==> config.mk <==
export PLATFORM = sky130hd
export DESIGN_NAME = pmt_timer
export DESIGN_NICKNAME = d
export VERILOG_FILES = /design/src/core/pmt_pkg.sv /design/src/core/pmt_timer.sv
export SDC_FILE = /design/constraint.sdc
export NUM_CORES = 1
export LEC_CHECK = 0
export BUFFER_PORTS_ARGS = -buffer_cell sky130_fd_sc_hd__buf_2
export CORE_MARGIN = 8
export CORE_UTILIZATION = 45
export CTS_CLUSTER_SIZE = 24
export DETAILED_ROUTE_END_ITERATION = 12
export GPL_TIMING_DRIVEN = 0
export HOLD_SLACK_MARGIN = 0.05
export PLACE_DENSITY = 0.64
export SYNTH_ARGS = -nofsm -noshare
export SYNTH_HDL_FRONTEND = slang
export SYNTH_SLANG_ARGS = --single-unit
==> constraint.sdc <==
create_clock -name clk -period 4.9 [get_ports clk]
set_input_delay 0.49 -clock clk [delete_from_list [all_inputs] [get_ports clk]]
set_output_delay 0.49 -clock clk [all_outputs]
set_load 0.01 [all_outputs]
==> src/core/pmt_pkg.sv <==
`default_nettype none
package pmt_pkg;
  // register map: offsets are our own choice, one byte wide each
  localparam logic [1:0] OFF_COUNT   = 2'h0;
  localparam logic [1:0] OFF_PERIOD  = 2'h1;
  localparam logic [1:0] OFF_CONTROL = 2'h2;
  localparam logic [1:0] OFF_FLAG    = 2'h3;
  // reset values
  localparam logic [7:0] COUNT_RST   = 8'h00;
  localparam logic [7:0] PERIOD_RST  = 8'hff;
  localparam logic [6:0] CONTROL_RST = 7'h00;
  // control field positions
  localparam int POST_LSB  = 3;
  localparam int POST_MSB  = 6;
  localparam int RUN_BIT   = 2;
  localparam int PRE_LSB   = 0;
  localparam int PRE_MSB   = 1;
  // flag register: match flag position
  localparam int FLAG_BIT  = 1;
  // prescale select encodings
  typedef enum logic [1:0] {
    PMT_DIV1  = 2'h0,
    PMT_DIV4  = 2'h1,
    PMT_DIV16 = 2'h2,
    PMT_DIV64 = 2'h3
  } pmt_pre_t;
endpackage : pmt_pkg
`default_nettype wire

==> src/core/pmt_timer.sv <==
// How it works
// - counts the instruction clock through prescaler
// - prescaler ratios 1, 4, 16, 64
// - prescale ratio from control prescale_select field
// - each prescaler pulse increments count while running, except in a cycle that writes count or control
// - count rises from zero, compared with period
// - after match, next increment returns count to zero
// - each match advances postscaler counter
// - postscaler ratios 1 through 16
// - postscaler output sets match_flag
// - count and period readable and writable anytime
// - reset loads count zero, period all ones
// - counts only while timer_run is one
// - postscale ratio from control postscale_select field
// - count write clears prescaler and postscaler
// - control write clears prescaler and postscaler
// - every reset clears prescaler and postscaler
// - control write leaves count unchanged
`timescale 1ns/100ps
`default_nettype none
module pmt_timer #(
  parameter int PRE_W = 6
) (
  input  wire logic       clk,
  input  wire logic       nrst,
  input  wire logic [1:0] addr,
  input  wire logic [7:0] wrData,
  input  wire logic       wrStb,
  input  wire logic       rdStb,
  output logic      [7:0] rdData,
  output logic            matchFlag,
  output logic            timerRun
);
  import pmt_pkg::*;

  // notes for the next engineer:
  // - clk is taken as the instruction clock itself, so one tick is one cycle
  // - the prescaler free-runs only while the timer runs, which saves toggling
  // - a match is counted on the wrap increment, not on the compare edge, so
  //   the postscaler and the flag step one tick after the count equals period
  // - a software write to count or control swallows the tick of that cycle;
  //   this keeps the write value exact at the cost of one lost increment
  // - period zero makes every tick a wrap, the fastest flag rate

  // the prescaler must reach the 1:64 tap
  if (PRE_W < 6) begin : g_pre_w_check
    $error("PRE_W too small for 1:64 prescale");
  end

  logic [7:0]       count_r;
  logic [7:0]       period_r;
  logic [6:0]       control_r;
  logic [PRE_W-1:0] pre_r;
  logic [3:0]       post_r;
  logic             flag_r;
  logic [7:0]       rdData_r;

  logic wrCount;
  logic wrPeriod;
  logic wrControl;
  logic wrFlag;
  logic preTick;
  logic match;
  logic incr;
  logic postOut;
  logic [1:0] preSel;
  logic [3:0] postSel;

  // write decode
  assign wrCount   = wrStb && (addr == OFF_COUNT);
  assign wrPeriod  = wrStb && (addr == OFF_PERIOD);
  assign wrControl = wrStb && (addr == OFF_CONTROL);
  assign wrFlag    = wrStb && (addr == OFF_FLAG);

  assign preSel  = control_r[PRE_MSB:PRE_LSB];
  assign postSel = control_r[POST_MSB:POST_LSB];
  assign timerRun = control_r[RUN_BIT];

  // prescaler terminal count per selected ratio
  always_comb begin
    case (pmt_pre_t'(preSel))
      PMT_DIV1:  preTick = 1'b1;
      PMT_DIV4:  preTick = (pre_r[1:0] == 2'h3);
      PMT_DIV16: preTick = (pre_r[3:0] == 4'hf);
      PMT_DIV64: preTick = (pre_r[5:0] == 6'h3f);
      default:   preTick = 1'b0;
    endcase
  end

  // clk stands in for the quarter-oscillator instruction clock
  assign incr  = timerRun && preTick && !wrCount && !wrControl;
  assign match = (count_r == period_r);
  // a match produces one postscaler step when the count wraps
  assign postOut = incr && match && (post_r == postSel);

  // prescaler counter; stalls with the timer off
  always_ff @(posedge clk) begin
    if (!nrst) begin
      pre_r <= '0;
    end else if (wrCount || wrControl) begin
      pre_r <= '0;
    end else if (timerRun) begin
      pre_r <= pre_r + 1'b1;
    end
  end

  // count register; a control write does not touch it
  always_ff @(posedge clk) begin
    if (!nrst) begin
      count_r <= COUNT_RST;
    end else if (wrCount) begin
      count_r <= wrData;
    end else if (incr) begin
      count_r <= match ? COUNT_RST : count_r + 8'h01;
    end
  end

  // period register
  always_ff @(posedge clk) begin
    if (!nrst) begin
      period_r <= PERIOD_RST;
    end else if (wrPeriod) begin
      period_r <= wrData;
    end
  end

  // control register; bit 7 is not stored
  always_ff @(posedge clk) begin
    if (!nrst) begin
      control_r <= CONTROL_RST;
    end else if (wrControl) begin
      control_r <= wrData[6:0];
    end
  end

  // postscaler counter: counts matches, wraps at the selected ratio
  always_ff @(posedge clk) begin
    if (!nrst) begin
      post_r <= 4'h0;
    end else if (wrCount || wrControl) begin
      post_r <= 4'h0;
    end else if (incr && match) begin
      post_r <= (post_r == postSel) ? 4'h0 : post_r + 4'h1;
    end
  end

  // match flag: the hardware set beats a software clear in the same cycle
  always_ff @(posedge clk) begin
    if (!nrst) begin
      flag_r <= 1'b0;
    end else if (postOut) begin
      flag_r <= 1'b1;
    end else if (wrFlag && !wrData[FLAG_BIT]) begin
      flag_r <= 1'b0;
    end
  end
  assign matchFlag = flag_r;

  // read data stands one cycle after the strobe only
  always_ff @(posedge clk) begin
    if (!nrst) begin
      rdData_r <= 8'h00;
    end else if (rdStb) begin
      case (addr)
        OFF_COUNT:   rdData_r <= count_r;
        OFF_PERIOD:  rdData_r <= period_r;
        OFF_CONTROL: rdData_r <= {1'b0, control_r};
        OFF_FLAG:    rdData_r <= {6'h00, flag_r, 1'b0};
        default:     rdData_r <= 8'h00;
      endcase
    end else begin
      rdData_r <= 8'h00;
    end
  end
  assign rdData = rdData_r;

  // checks below watch only what this block drives; all run on clk and are
  // quiet while nrst is low, except the reset value checks

  // a matched count wraps to zero on the next increment
  chk_wrap_zero: assert property (@(posedge clk) disable iff (!nrst)
    incr && match && !wrCount |=> count_r == 8'h00)
    else $error("count did not wrap after match");

  // a stopped timer holds its count
  chk_run_hold: assert property (@(posedge clk) disable iff (!nrst)
    !timerRun && !wrCount |=> $stable(count_r))
    else $error("count moved while stopped");

  // control write clears both scaler counters and keeps count
  chk_ctl_clear: assert property (@(posedge clk) disable iff (!nrst)
    wrControl |=> pre_r == '0 && post_r == 4'h0 && $stable(count_r))
    else $error("control write effects wrong");

  // count write clears scalers and loads data
  chk_cnt_write: assert property (@(posedge clk) disable iff (!nrst)
    wrCount |=> pre_r == '0 && post_r == 4'h0 && count_r == $past(wrData))
    else $error("count write effects wrong");

  // running at 1:1 the count steps every cycle below the period
  chk_pre_one: assert property (@(posedge clk) disable iff (!nrst)
    timerRun && preSel == 2'h0 && !match && !wrStb |=> count_r == $past(count_r) + 8'h01)
    else $error("1:1 increment missing");

  // at 1:4 no increment happens off the prescaler terminal count
  chk_pre_four: assert property (@(posedge clk) disable iff (!nrst)
    preSel == 2'h1 && pre_r[1:0] != 2'h3 && !wrStb |=> $stable(count_r))
    else $error("1:4 prescale stepped early");

  // flag set follows the postscaler output
  chk_flag_set: assert property (@(posedge clk) disable iff (!nrst)
    postOut |=> matchFlag)
    else $error("match flag not set");

  // flag stays set unless cleared by software
  chk_flag_keep: assert property (@(posedge clk) disable iff (!nrst)
    matchFlag && !wrFlag |=> matchFlag)
    else $error("match flag dropped");

  // period reads back as written
  chk_period_wr: assert property (@(posedge clk) disable iff (!nrst)
    wrPeriod |=> period_r == $past(wrData))
    else $error("period write lost");

  // after reset count is zero and period all ones
  chk_reset_val: assert property (@(posedge clk)
    !nrst |=> count_r == 8'h00 && period_r == 8'hff)
    else $error("reset values wrong");

  // reset clears control, both scalers, the flag and the read port
  chk_reset_ctl: assert property (@(posedge clk)
    !nrst |=> control_r == 7'h00 && pre_r == '0 && post_r == 4'h0 && !matchFlag
              && rdData == 8'h00)
    else $error("reset left state behind");

  // a software clear without a set drops the flag
  chk_flag_clear: assert property (@(posedge clk) disable iff (!nrst)
    wrFlag && !wrData[FLAG_BIT] && !postOut |=> !matchFlag)
    else $error("match flag not cleared");

  // writing one to the flag bit never sets it
  chk_flag_one: assert property (@(posedge clk) disable iff (!nrst)
    wrFlag && wrData[FLAG_BIT] && !matchFlag && !postOut |=> !matchFlag)
    else $error("software set the match flag");

  // the flag only rises after a postscaler output
  chk_flag_rise: assert property (@(posedge clk) disable iff (!nrst)
    $rose(matchFlag) |-> $past(postOut))
    else $error("match flag rose without output");

  // a clear flag stays clear without a postscaler output
  chk_flag_quiet: assert property (@(posedge clk) disable iff (!nrst)
    !matchFlag && !postOut |=> !matchFlag)
    else $error("match flag set spuriously");

  // period changes only by a write
  chk_period_hold: assert property (@(posedge clk) disable iff (!nrst)
    !wrPeriod |=> $stable(period_r))
    else $error("period moved without write");

  // control takes the low seven bits of a write
  chk_ctl_write: assert property (@(posedge clk) disable iff (!nrst)
    wrControl |=> control_r == $past(wrData[6:0]))
    else $error("control write lost");

  // control changes only by a write
  chk_ctl_hold: assert property (@(posedge clk) disable iff (!nrst)
    !wrControl |=> $stable(control_r))
    else $error("control moved without write");

  // a stopped prescaler holds its value
  chk_pre_idle: assert property (@(posedge clk) disable iff (!nrst)
    !timerRun && !wrCount && !wrControl |=> $stable(pre_r))
    else $error("prescaler moved while stopped");

  // a running prescaler steps once per instruction clock
  chk_pre_step: assert property (@(posedge clk) disable iff (!nrst)
    timerRun && !wrCount && !wrControl |=> pre_r == $past(pre_r) + 1'b1)
    else $error("prescaler did not step");

  // the postscaler never passes the selected ratio
  chk_post_range: assert property (@(posedge clk) disable iff (!nrst)
    post_r <= postSel)
    else $error("postscaler out of range");

  // the postscaler moves only on a wrap or a clearing write
  chk_post_hold: assert property (@(posedge clk) disable iff (!nrst)
    !(incr && match) && !wrCount && !wrControl |=> $stable(post_r))
    else $error("postscaler moved without match");

  // a wrap below the ratio advances the postscaler
  chk_post_step: assert property (@(posedge clk) disable iff (!nrst)
    incr && match && post_r != postSel |=> post_r == $past(post_r) + 4'h1)
    else $error("postscaler did not advance");

  // a wrap at the ratio restarts the postscaler
  chk_post_wrap: assert property (@(posedge clk) disable iff (!nrst)
    incr && match && post_r == postSel |=> post_r == 4'h0)
    else $error("postscaler did not wrap");

  // a tick below the period advances the count
  chk_count_step: assert property (@(posedge clk) disable iff (!nrst)
    incr && !match |=> count_r == $past(count_r) + 8'h01)
    else $error("count did not advance");

  // no tick and no write leaves the count alone
  chk_count_hold: assert property (@(posedge clk) disable iff (!nrst)
    !incr && !wrCount |=> $stable(count_r))
    else $error("count moved without tick");

  // at 1:16 no increment off the terminal count
  chk_pre_sixteen: assert property (@(posedge clk) disable iff (!nrst)
    preSel == 2'h2 && pre_r[3:0] != 4'hf && !wrStb |=> $stable(count_r))
    else $error("1:16 prescale stepped early");

  // at 1:64 no increment off the terminal count
  chk_pre_sixtyfour: assert property (@(posedge clk) disable iff (!nrst)
    preSel == 2'h3 && pre_r[5:0] != 6'h3f && !wrStb |=> $stable(count_r))
    else $error("1:64 prescale stepped early");

  // 1:1 ticks every running cycle
  chk_div1_tick: assert property (@(posedge clk) disable iff (!nrst)
    preSel == 2'h0 && timerRun && !wrStb |-> incr)
    else $error("1:1 tick missing");

  // 1:4 ticks on its terminal count
  chk_div4_tick: assert property (@(posedge clk) disable iff (!nrst)
    preSel == 2'h1 && timerRun && pre_r[1:0] == 2'h3 && !wrStb |-> incr)
    else $error("1:4 tick missing");

  // 1:16 ticks on its terminal count
  chk_div16_tick: assert property (@(posedge clk) disable iff (!nrst)
    preSel == 2'h2 && timerRun && pre_r[3:0] == 4'hf && !wrStb |-> incr)
    else $error("1:16 tick missing");

  // 1:64 ticks on its terminal count
  chk_div64_tick: assert property (@(posedge clk) disable iff (!nrst)
    preSel == 2'h3 && timerRun && pre_r[5:0] == 6'h3f && !wrStb |-> incr)
    else $error("1:64 tick missing");

  // a stopped timer never produces a postscaler output
  chk_stop_quiet: assert property (@(posedge clk) disable iff (!nrst)
    !timerRun |-> !postOut)
    else $error("output while stopped");

  // read data is zero outside the cycle after a read strobe
  chk_rd_idle: assert property (@(posedge clk) disable iff (!nrst)
    !rdStb |=> rdData == 8'h00)
    else $error("read data outside read cycle");

  // count reads back its value at the strobe
  chk_rd_count: assert property (@(posedge clk) disable iff (!nrst)
    rdStb && addr == OFF_COUNT |=> rdData == $past(count_r))
    else $error("count read wrong");

  // period reads back its value at the strobe
  chk_rd_period: assert property (@(posedge clk) disable iff (!nrst)
    rdStb && addr == OFF_PERIOD |=> rdData == $past(period_r))
    else $error("period read wrong");

  // control reads back with bit 7 as zero
  chk_rd_ctl: assert property (@(posedge clk) disable iff (!nrst)
    rdStb && addr == OFF_CONTROL |=> rdData == {1'b0, $past(control_r)})
    else $error("control read wrong");

  // flag register shows only the match flag bit
  chk_rd_flag: assert property (@(posedge clk) disable iff (!nrst)
    rdStb && addr == OFF_FLAG |=> rdData == {6'h00, $past(flag_r), 1'b0})
    else $error("flag read wrong");
endmodule : pmt_timer
`default_nettype wire

==> impl_metrics.json, run 1 <==
{
  "run_status": "complete, no violations",
  "dp.final_hpwl_um": 3900,
  "vdd_drop_max_mv": 0.204,
  "setup-violations-final": 0,
  "design.final.nets": 305,
  "synthDistinctLibCells": 41,
  "port_buffers": 22,
  "grt_max_degree": 15,
  "net_count_after_synthesis": 276,
  "clock_tree.root_cell": "sky130_fd_sc_hd__clkbuf_8",
  "vias_in_the_first_global_route": 1792,
  "drt_wl_total_um": 5200,
  "clkLatencyLatePin_ns": 0.30,
  "cts_hold_repair.buffers": 0,
  "number_of_vias_in_the_routed_layout": 1889,
  "initial_utilization_pct": 46.2,
  "power.leakage_nw": 1.00,
  "final_antenna_net_count": 0,
  "p_int_w": 0.000603,
  "max-clock-path-buffers": 2,
  "synth_adder_area_share_pct": 1.74,
  "min_path_type": "in -> reg",
  "synth.yosys.seq_area_share_pct": 39.1,
  "seqPwrFrac_pct": 45.4,
  "drive_gt1_share_pct": 15.9,
  "netlist.top_cell.by_area": "sky130_fd_sc_hd__dfxtp_1",
  "critPathArrivalTime_ns": 2.16,
  "maxCapViolations": 0,
  "netlist.area_leader.share_pct": 39.1,
  "placeableCoreArea_um2": 4660,
  "mappedNetlistArea_um2": 2150,
  "wl_per_cell_um": 15.2,
  "type_of_the_setup_path_with_the_least_slack": "reg -> reg",
  "dominant_cell_by_count_in_the_synthesized_netlist": "sky130_fd_sc_hd__nand2_1",
  "worst_pin_slew_ns": 1.08,
  "core.rowCount": 25,
  "final_critical_delay_including_setup_and_external_delays_ns": 1.99,
  "slowest_delay_ns": 0.93,
  "cts_repair_resize_count": 0,
  "worstPathMaxFanout": 7,
  "cp-start-kind": "flip-flop",
  "ys_async_sr_fraction_pct": 0,
  "final-max-slew-violation-count": 0,
  "drc": 0,
  "number_of_enable_flip_flop_cells_after_synthesis": 0,
  "critical_path_required_ns": 5.08,
  "global_route.usage.total_pct": 15.2,
  "report.final.hold_viol_count": 0,
  "finalHoldWorstSlack_ns": 0.419,
  "synth_common_cells": "48 x sky130_fd_sc_hd__nand2_1, 42 x sky130_fd_sc_hd__dfxtp_1, 25 x sky130_fd_sc_hd__nand3_1, 25 x sky130_fd_sc_hd__nor2_1, 15 x sky130_fd_sc_hd__xor2_1",
  "power.share.combinational_pct": 13.6,
  "ctsHtreeMaxLevel": 2,
  "power.density_cell_area_nw_per_um2": 326,
  "diodes": 0,
  "die_y_um": 85.2,
  "power.share.switching_pct": 25.1,
  "critical_path.slowest_cell": "sky130_fd_sc_hd__nor4_1",
  "post_cts.repair.setup_buffers": 0,
  "final.setup_skew_ns": 0.00661,
  "numClockSinks": 42,
  "clockPowerShare_pct": 41.0,
  "drt-pass1-iter-count": 4,
  "final_min_period_over_clock_period_pct": 40.6,
  "endpoint_kind_of_the_worst_setup_timing_path": "flip-flop",
  "slew_headroom_pct": 27.1,
  "synth_top_flop_cell": "sky130_fd_sc_hd__dfxtp_1",
  "cts.clk_slew.worst_paths_ns": 0.08,
  "die-area_um2": 7250,
  "top_cells_by_area_synth": "sky130_fd_sc_hd__dfxtp_1 39%, sky130_fd_sc_hd__nand2_1 8.4%, sky130_fd_sc_hd__xor2_1 6.1%, sky130_fd_sc_hd__nand3_1 5.8%, sky130_fd_sc_hd__mux2i_1 4.7%",
  "antenna_found_initial": 0,
  "drt_first_iter_violations": 155,
  "path_cells": "xor2_1, nor4_1, nor2_1, o31ai_1, a21oi_1",
  "die_w_um": 85.2,
  "count_of_mapped_cells_out_of_synthesis": 259,
  "routed_via_density": 5.51,
  "main_combinational_cell_family_by_area_after_synthesis": "simple AND/OR/NAND/NOR gates",
  "globalRouteOverflowTotal": 0,
  "cts_buffers": 5,
  "synth_warn": 0,
  "floorplan.io_pins": 24,
  "synth.ff_latch_count": 42,
  "synth_area_per_cell_um2": 8.31,
  "tns_ns": 0,
  "area_share_of_and_or_nand_nor_cells_after_synthesis_pct": 29.9,
  "setup_repair_after_global_routing_missed_its_margin": "false",
  "area_growth_pct": 14.7,
  "synth.mux.area_fraction_pct": 5.70,
  "total_switching_power_w": 0.000201,
  "filler_cell_count": 452,
  "cts_tree": "yes",
  "share_of_the_synthesized_area_in_compound_gates_ao_oa_aoi_oai_pct": 11.7,
  "synth-xor-area-share_pct": 8.02,
  "fmaxAchievable_mhz": 503,
  "grt_first_pass_wirelength_um": 8730,
  "gp_congestion": 0.886
}
power groups by stage:
stage               Clock (W)  Sequential [W]  Combinational, W
floorplan                   0        0.000372         0.0000782
global placement            0        0.000372          0.000109
detailed placement          0        0.000373          0.000108
CTS                  0.000338        0.000365          0.000109
global route         0.000346        0.000367          0.000122
finish               0.000330        0.000365          0.000110
cell type report:
cell class	instances	area, µm²	share of cell area [%]
inverter	1	3.75	0.152
multi-input combinational	202	1230	49.8
tap	54	67.6	2.74
clock buffer	5	68.8	2.79
clock inverter	3	68.8	2.79
sequential	42	841	34.1
timing repair buffer	22	110	4.46
buffer	14	78.8	3.19
placed cells by master, fill, tap and decap left out, drive strengths merged, types with 3 or more instances in the layout:
cell	Yosys	layout
ha	3	3
a21oi	14	14
nand4	4	4
nand2	49	49
dfxtp	42	42
a21boi	3	3
nor2	25	25
mux2i	10	10
buf	6	28
or2	3	3
xor2	17	17
o21ai	8	8
a31oi	5	5
nand3	25	25
nand2b	5	5
clkbuf	8	13
nor4	4	4
a22o	4	4
per-layer routing:
layer | global-route usage [%] | wire length (µm)
met2 | 21.4 | 2140
met4 | 5.83 | 85
met3 | 4.25 | 338
met5 | 0 | 0
met1 | 21.1 | 2630
critical path: cells and delay by family, from the launching register on:
| kind | cells | cell delay [ns] |
|---|---|---|
| flops | 1 | 0.35 |
| xor+xnor | 1 | 0.17 |
| simple gates | 2 | 1.01 |
| compound gates | 2 | 0.33 |
registers in the layout, summed over array words and instances, names as in the netlist:
register / flops
control_r: 7
count_r: 8
matchFlag: 1
period_r: 8
post_r: 4
pre_r: 6
rdData: 8
cell families after synthesis:
group           Yosys count
simple gates            130
flops                    42
compound gates           40
xor+xnor                 18
buf+inv                  15
mux                      11
fa+ha+maj                 3
stage by stage:
step	setup slack, ns	util [%]	area, µm²	instances	power [W]
after floorplan	3.04	-	2150	259	0.000450
after global placement	2.82	50.0	2330	335	0.000481
after detailed placement	2.85	50.0	2330	335	0.000481
after CTS	2.93	52.9	2470	343	0.000812
after global routing	2.73	52.9	2470	343	0.000835
final	2.91	52.9	2470	343	0.000804
path summary, 6_finish.rpt:
kind / slack [ns] / end / startpoint / depth (start not counted)
hold / removal: 0.42 / period_r[7]$_SDFFE_PN1P_ / wrData[7] / 3
hold reg to reg: 0.49 / pre_r[5]$_SDFFE_PP0P_ / pre_r[5]$_SDFFE_PP0P_ / 2
setup reg to reg: 2.91 / post_r[2]$_SDFFE_PP0P_ / control_r[4]$_SDFFE_PN0P_ / 5
setup / recovery: 2.91 / post_r[2]$_SDFFE_PP0P_ / control_r[4]$_SDFFE_PN0P_ / 5
No activity file was read; power rests on OpenSTA's default activity.
==> inputs of run 2 (changes only) <==
--- a/config.mk
+++ b/config.mk
@@ -12,7 +12,7 @@
 export DETAILED_ROUTE_END_ITERATION = 12
 export GPL_TIMING_DRIVEN = 0
 export HOLD_SLACK_MARGIN = 0.05
-export PLACE_DENSITY = 0.64
+export PLACE_DENSITY = 0.66
 export SYNTH_ARGS = -nofsm -noshare
 export SYNTH_HDL_FRONTEND = slang
 export SYNTH_SLANG_ARGS = --single-unit
==> constraint.sdc (replaced) <==
create_clock -name clk -period 1.8 [get_ports clk]
set_input_delay 0.18 -clock clk [delete_from_list [all_inputs] [get_ports clk]]
set_output_delay 0.18 -clock clk [all_outputs]
set_load 0.01 [all_outputs]
==> run 2 against run 1 <==
Clock power increased by 85%. Largest cell class unchanged. Flip-flop and latch count unchanged. Die area unchanged. Total power increased by 140%. Largest power group unchanged.
==> impl_metrics.json, run 2 (same netlist as run 1, synthesis figures left out) <==
{
  "report.final.hold_viol_count": 0,
  "drc": 0,
  "endpoint_kind_of_the_worst_setup_timing_path": "flip-flop",
  "mostFrequentLayoutCell": "sky130_fd_sc_hd__nand2_1",
  "die-area_um2": 7250,
  "min_path_type": "in -> reg",
  "drt_first_iter_violations": 172,
  "drive_gt1_share_pct": 24.7,
  "worstPathMaxFanout": 10,
  "min_delay_path_depth": 3,
  "cts_buffers": 5,
  "port_buffers": 22,
  "final_antenna_net_count": 0,
  "finalNonFillerCells": 345,
  "fmaxAchievable_mhz": 569,
  "initial_utilization_pct": 46.2,
  "die_w_um": 85.2,
  "diodes": 0,
  "dp.final_hpwl_um": 3970,
  "critical_path_required_ns": 2.03,
  "maxCapViolations": 0,
  "final.setup_skew_ns": 0.00854,
  "finalHoldWorstSlack_ns": 0.112,
  "cp-start-kind": "flip-flop",
  "die_y_um": 85.2,
  "final_min_period_over_clock_period_pct": 97.7,
  "core.rowCount": 25,
  "globalRouteOverflowTotal": 0,
  "numClockSinks": 42,
  "slowest_delay_ns": 0.51,
  "design.final.nets": 307,
  "cts.clk_slew.worst_paths_ns": 0.09,
  "final-max-slew-violation-count": 0,
  "antenna_found_initial": 0,
  "worst-r2r-cell-count": 6,
  "type_of_the_setup_path_with_the_least_slack": "reg -> reg",
  "run_status": "complete, no violations",
  "drt_wl_total_um": 5620,
  "final_cell_area_um2": 2570,
  "power.density_cell_area_nw_per_um2": 746,
  "ctsHtreeMaxLevel": 2,
  "worst_pin_slew_ns": 0.558,
  "routed_via_density": 5.65,
  "clkLatencyLatePin_ns": 0.30,
  "number_of_vias_in_the_routed_layout": 1950,
  "critPathArrivalTime_ns": 1.99,
  "dp_worst_setup_slack_ns": -0.192,
  "cts_tree": "yes",
  "placeableCoreArea_um2": 4660,
  "grt_first_pass_wirelength_um": 8960,
  "clock_tree.root_cell": "sky130_fd_sc_hd__clkbuf_8",
  "power.leakage_nw": 1.04,
  "path_cells": "nor2_2, o2bb2ai_4, or2_1, buf_6, or4_4, a21oi_2",
  "wl_per_cell_um": 16.3,
  "slew_headroom_pct": 62.7,
  "drt-pass1-iter-count": 4,
  "vdd_drop_max_mv": 0.557,
  "critical_path.slowest_cell": "sky130_fd_sc_hd__or4_4",
  "layout_common_cells": "48 x sky130_fd_sc_hd__nand2_1, 32 x sky130_fd_sc_hd__dfxtp_1, 25 x sky130_fd_sc_hd__nand3_1",
  "final_critical_delay_including_setup_and_external_delays_ns": 1.76,
  "setup-violations-final": 0,
  "area_growth_pct": 19.6,
  "placed_cell_area_um2": 2330,
  "vias_in_the_first_global_route": 1803,
  "floorplan.io_pins": 24,
  "max-clock-path-buffers": 2,
  "placed_cells": 335,
  "global_route.usage.total_pct": 15.8,
  "ff2ff_setup_slack_ns": 0.04,
  "grt_max_degree": 14,
  "timing.final.ws_setup_ns": 0.0410,
  "gp_congestion": 0.861
}
[run 2: changes by cell type in the layout (fill, tap and decap cells not counted), sizes merged]
cell / change
clkbuf: -1
clkinv: +1
bufinv: -2
buf: +4
[run 2: area by class of cell]
class,count,area (µm²)
multi-input combinational,202,1330
fill,430,2090
timing repair buffer,26,148
clock buffer,6,72.6
tap,54,67.6
buffer,12,83.8
clock inverter,2,13.8
inverter,1,3.75
sequential,42,858
[run 2: path summary, 6_finish.rpt]
kind | start | end
worst max register to register | control_r[0]$_SDFFE_PN0P_ | post_r[2]$_SDFFE_PP0P_
worst min-delay path | wrData[7] | period_r[7]$_SDFFE_PN1P_
worst min register to register | control_r[3]$_SDFFE_PN0P_ | control_r[3]$_SDFFE_PN0P_
worst max-delay path | control_r[0]$_SDFFE_PN0P_ | post_r[2]$_SDFFE_PP0P_
[run 2: worst max-delay path, delay by kind of cell, from the launching register on]
| family | cells | cell delay (ns) |
|---|---|---|
| flip-flops | 1 | 0.35 |
| AO/OA/AOI/OAI | 2 | 0.24 |
| AND/OR/NAND/NOR | 3 | 0.94 |
| buffers and inverters | 1 | 0.16 |
[run 2: repair_timing]
item / CTS / global route
cloned: 0 / 0
resized for setup: 14 / 23
pin swaps: 4 / 5
endpoints found under the hold margin: 0 / 0
hold buffers: 0 / 0
setup buffers: 2 / 2
setup endpoints to repair: 8 / 8
[run 2: report_power, final]
group | total [W] | switching, W | internal (W)
clock | 0.000611 | 0.000337 | 0.000274
combinational | 0.000301 | 0.000176 | 0.000125
sequential | 0.00101 | 0.0000426 | 0.000966
total | 0.00192 | 0.000556 | 0.00136
[run 2: through the flow]
stage	TNS [ns]	power (W)	utilization, %
6_report	0	0.00192	55.2
5_1_grt	-0.0207	0.00200	55.2
4_1_cts	0	0.00191	52.9
3_5_place_dp	-0.434	0.00131	50.0
3_3_place_gp	-0.300	0.00131	50.0
2_1_floorplan	0	0.00123	-
[run 2: per-layer routing]
metal  wire, µm  track usage [%]  part of all wire [%]
met5          0                0                     0
met4        121             6.31                   2.2
met1       2620             21.2                    47
met3        321             3.86                   5.7
met2       2560             23.4                    46
==> inputs of run 3 (changes only) <==
--- a/config.mk
+++ b/config.mk
@@ -6,7 +6,6 @@
 export NUM_CORES = 1
 export LEC_CHECK = 0
 export BUFFER_PORTS_ARGS = -buffer_cell sky130_fd_sc_hd__buf_2
-export CORE_MARGIN = 8
 export CORE_UTILIZATION = 45
 export CTS_CLUSTER_SIZE = 24
 export DETAILED_ROUTE_END_ITERATION = 12
==> run 3 against run 2 <==
Total power increased by 6.6%. Via count shrank 2.7%. Critical path type unchanged. Clock-buffer cell count increased by 1. Fmax up 1.6%. Sequential share of layout area increased by 0.41 points.
==> impl_metrics.json, run 3 (same netlist as run 1, synthesis figures left out) <==
{
  "antenna_found_initial": 0,
  "numClockSinks": 42,
  "final_min_period_over_clock_period_pct": 96.1,
  "grt_first_pass_wirelength_um": 8660,
  "vias_in_the_first_global_route": 1781,
  "clkLatencyLatePin_ns": 0.30,
  "worst-r2r-cell-count": 7,
  "floorplan.io_pins": 24,
  "diodes": 0,
  "global_route.usage.total_pct": 22.4,
  "filler_cell_count": 420,
  "multiInputGateArea_um2": 1290,
  "type_of_the_setup_path_with_the_least_slack": "reg -> reg",
  "final_critical_delay_including_setup_and_external_delays_ns": 1.73,
  "sequential_cell_area_um2": 858,
  "placed_cells": 333,
  "layout_common_cells": "48 x sky130_fd_sc_hd__nand2_1, 30 x sky130_fd_sc_hd__dfxtp_1, 25 x sky130_fd_sc_hd__nand3_1",
  "slew_headroom_pct": 63.7,
  "endpoint_kind_of_the_worst_setup_timing_path": "flip-flop",
  "power.leakage_nw": 1.02,
  "min_delay_path_depth": 3,
  "cts_buffers": 5,
  "final_cell_area_um2": 2540,
  "mostFrequentLayoutCell": "sky130_fd_sc_hd__nand2_1",
  "ctsHtreeMaxLevel": 2,
  "min_path_type": "in -> reg",
  "design.final.nets": 306,
  "core.rowCount": 24,
  "maxCapViolations": 0,
  "gp_congestion": 0.831,
  "port_buffers": 22,
  "fmaxAchievable_mhz": 578,
  "routed_via_density": 5.55,
  "report.final.hold_viol_count": 0,
  "wl_per_cell_um": 15.5,
  "grt_max_degree": 13,
  "die_w_um": 71.2,
  "setup_repair_after_global_routing_missed_its_margin": "false",
  "cts.clk_slew.worst_paths_ns": 0.08,
  "final_cell_utilization_of_the_core_pct": 56.8,
  "drt-pass1-iter-count": 7,
  "area_growth_pct": 18.1,
  "run_status": "complete, no violations",
  "placed_cell_area_um2": 2330,
  "critical_path_required_ns": 1.99,
  "worstPathMaxFanout": 8,
  "final_antenna_net_count": 0,
  "setup-violations-final": 0,
  "rr_startpoint": "count_r[3]$_SDFFE_PN0P_",
  "cp-start-kind": "flip-flop",
  "dp.final_hpwl_um": 3700,
  "power.density_cell_area_nw_per_um2": 805,
  "globalRouteOverflowTotal": 0,
  "timing.hold.worst.start": "wrData[7]",
  "die_y_um": 71.2,
  "drt_first_iter_violations": 131,
  "drt_wl_total_um": 5300,
  "regToRegEndpoint": "count_r[4]$_SDFFE_PN0P_",
  "max-clock-path-buffers": 2,
  "vdd_drop_max_mv": 0.450,
  "critPathArrivalTime_ns": 1.92,
  "final-max-slew-violation-count": 0,
  "clock_tree.root_cell": "sky130_fd_sc_hd__clkbuf_8",
  "number_of_vias_in_the_routed_layout": 1898,
  "finalNonFillerCells": 342,
  "worst_pin_slew_ns": 0.542,
  "drive_gt1_share_pct": 23.1,
  "tns_ns": 0,
  "cts_hold_repair.buffers": 0,
  "placeableCoreArea_um2": 4470,
  "holdPathEnd": "period_r[7]$_SDFFE_PN1P_",
  "cts_tree": "yes",
  "final.setup_skew_ns": 0.00340,
  "ff2ff_setup_slack_ns": 0.07,
  "initial_utilization_pct": 48.1,
  "die-area_um2": 5060,
  "drc": 0,
  "finalHoldWorstSlack_ns": 0.112
}
-- run 3: layer usage --
metal / wire, µm / global-route usage [%] / vias to the layer above
li1: - / - / 949
met1: 2600 / 31.6 / 881
met2: 2330 / 32.7 / 57
met3: 253 / 5.56 / 11
met4: 118 / 8.89 / 0
met5: 0 / 0 / -
-- run 3: how the worst max path moves through the flow --
stage | to | slack [ns] | start
after floorplan | post_r[2]$_SDFFE_PP0P_ | 0.04 | control_r[2]$_SDFFE_PN0P_
after global placement | post_r[2]$_SDFFE_PP0P_ | -0.12 | count_r[5]$_SDFFE_PN0P_
after detailed placement | post_r[3]$_SDFFE_PP0P_ | -0.15 | count_r[5]$_SDFFE_PN0P_
after CTS | post_r[2]$_SDFFE_PP0P_ | 0.01 | pre_r[0]$_SDFFE_PP0P_
after global routing | count_r[4]$_SDFFE_PN0P_ | 0.0004 | count_r[3]$_SDFFE_PN0P_
final | count_r[4]$_SDFFE_PN0P_ | 0.07 | count_r[3]$_SDFFE_PN0P_
-- run 3: area by class of cell --
class                           count  area share, %
Buffer                             12           3.30
Clock buffer                        7           3.00
Clock inverter                      1           1.18
Inverter                            1          0.148
Multi-Input combinational cell    202           50.7
Sequential cell                    42           33.8
Tap cell                           52           2.56
Timing Repair Buffer               25           5.36
-- run 3: worst max-delay path, stage by stage, from the launching register on --
cell                      delay (ns)
sky130_fd_sc_hd__dfxtp_1        0.31
sky130_fd_sc_hd__buf_6          0.13
sky130_fd_sc_hd__xor2_2         0.16
sky130_fd_sc_hd__nor4_4         0.34
sky130_fd_sc_hd__nand2_2        0.15
sky130_fd_sc_hd__buf_6          0.16
sky130_fd_sc_hd__and3_4         0.17
sky130_fd_sc_hd__a22o_1         0.20
-- run 3: power breakdown --
part,total (W),internal (W),switching [W]
sequential,0.00101,0.000967,0.0000404
clock,0.000740,0.000415,0.000325
combinational,0.000299,0.000124,0.000175
-- run 3: what timing repair did --
| action | CTS | global route |
|---|---|---|
| endpoints found under the setup margin | 5 | 6 |
| gates resized for setup | 10 | 19 |
| buffers inserted | 2 | 1 |
| pin swaps | 3 | 7 |
-- run 3: stage by stage --
step | power [W] | setup WS (ns)
2_1_floorplan | 0.00123 | 0.0409
3_3_place_gp | 0.00131 | -0.122
3_5_place_dp | 0.00131 | -0.154
4_1_cts | 0.00205 | 0.00958
5_1_grt | 0.00213 | 0.000444
6_report | 0.00205 | 0.0695
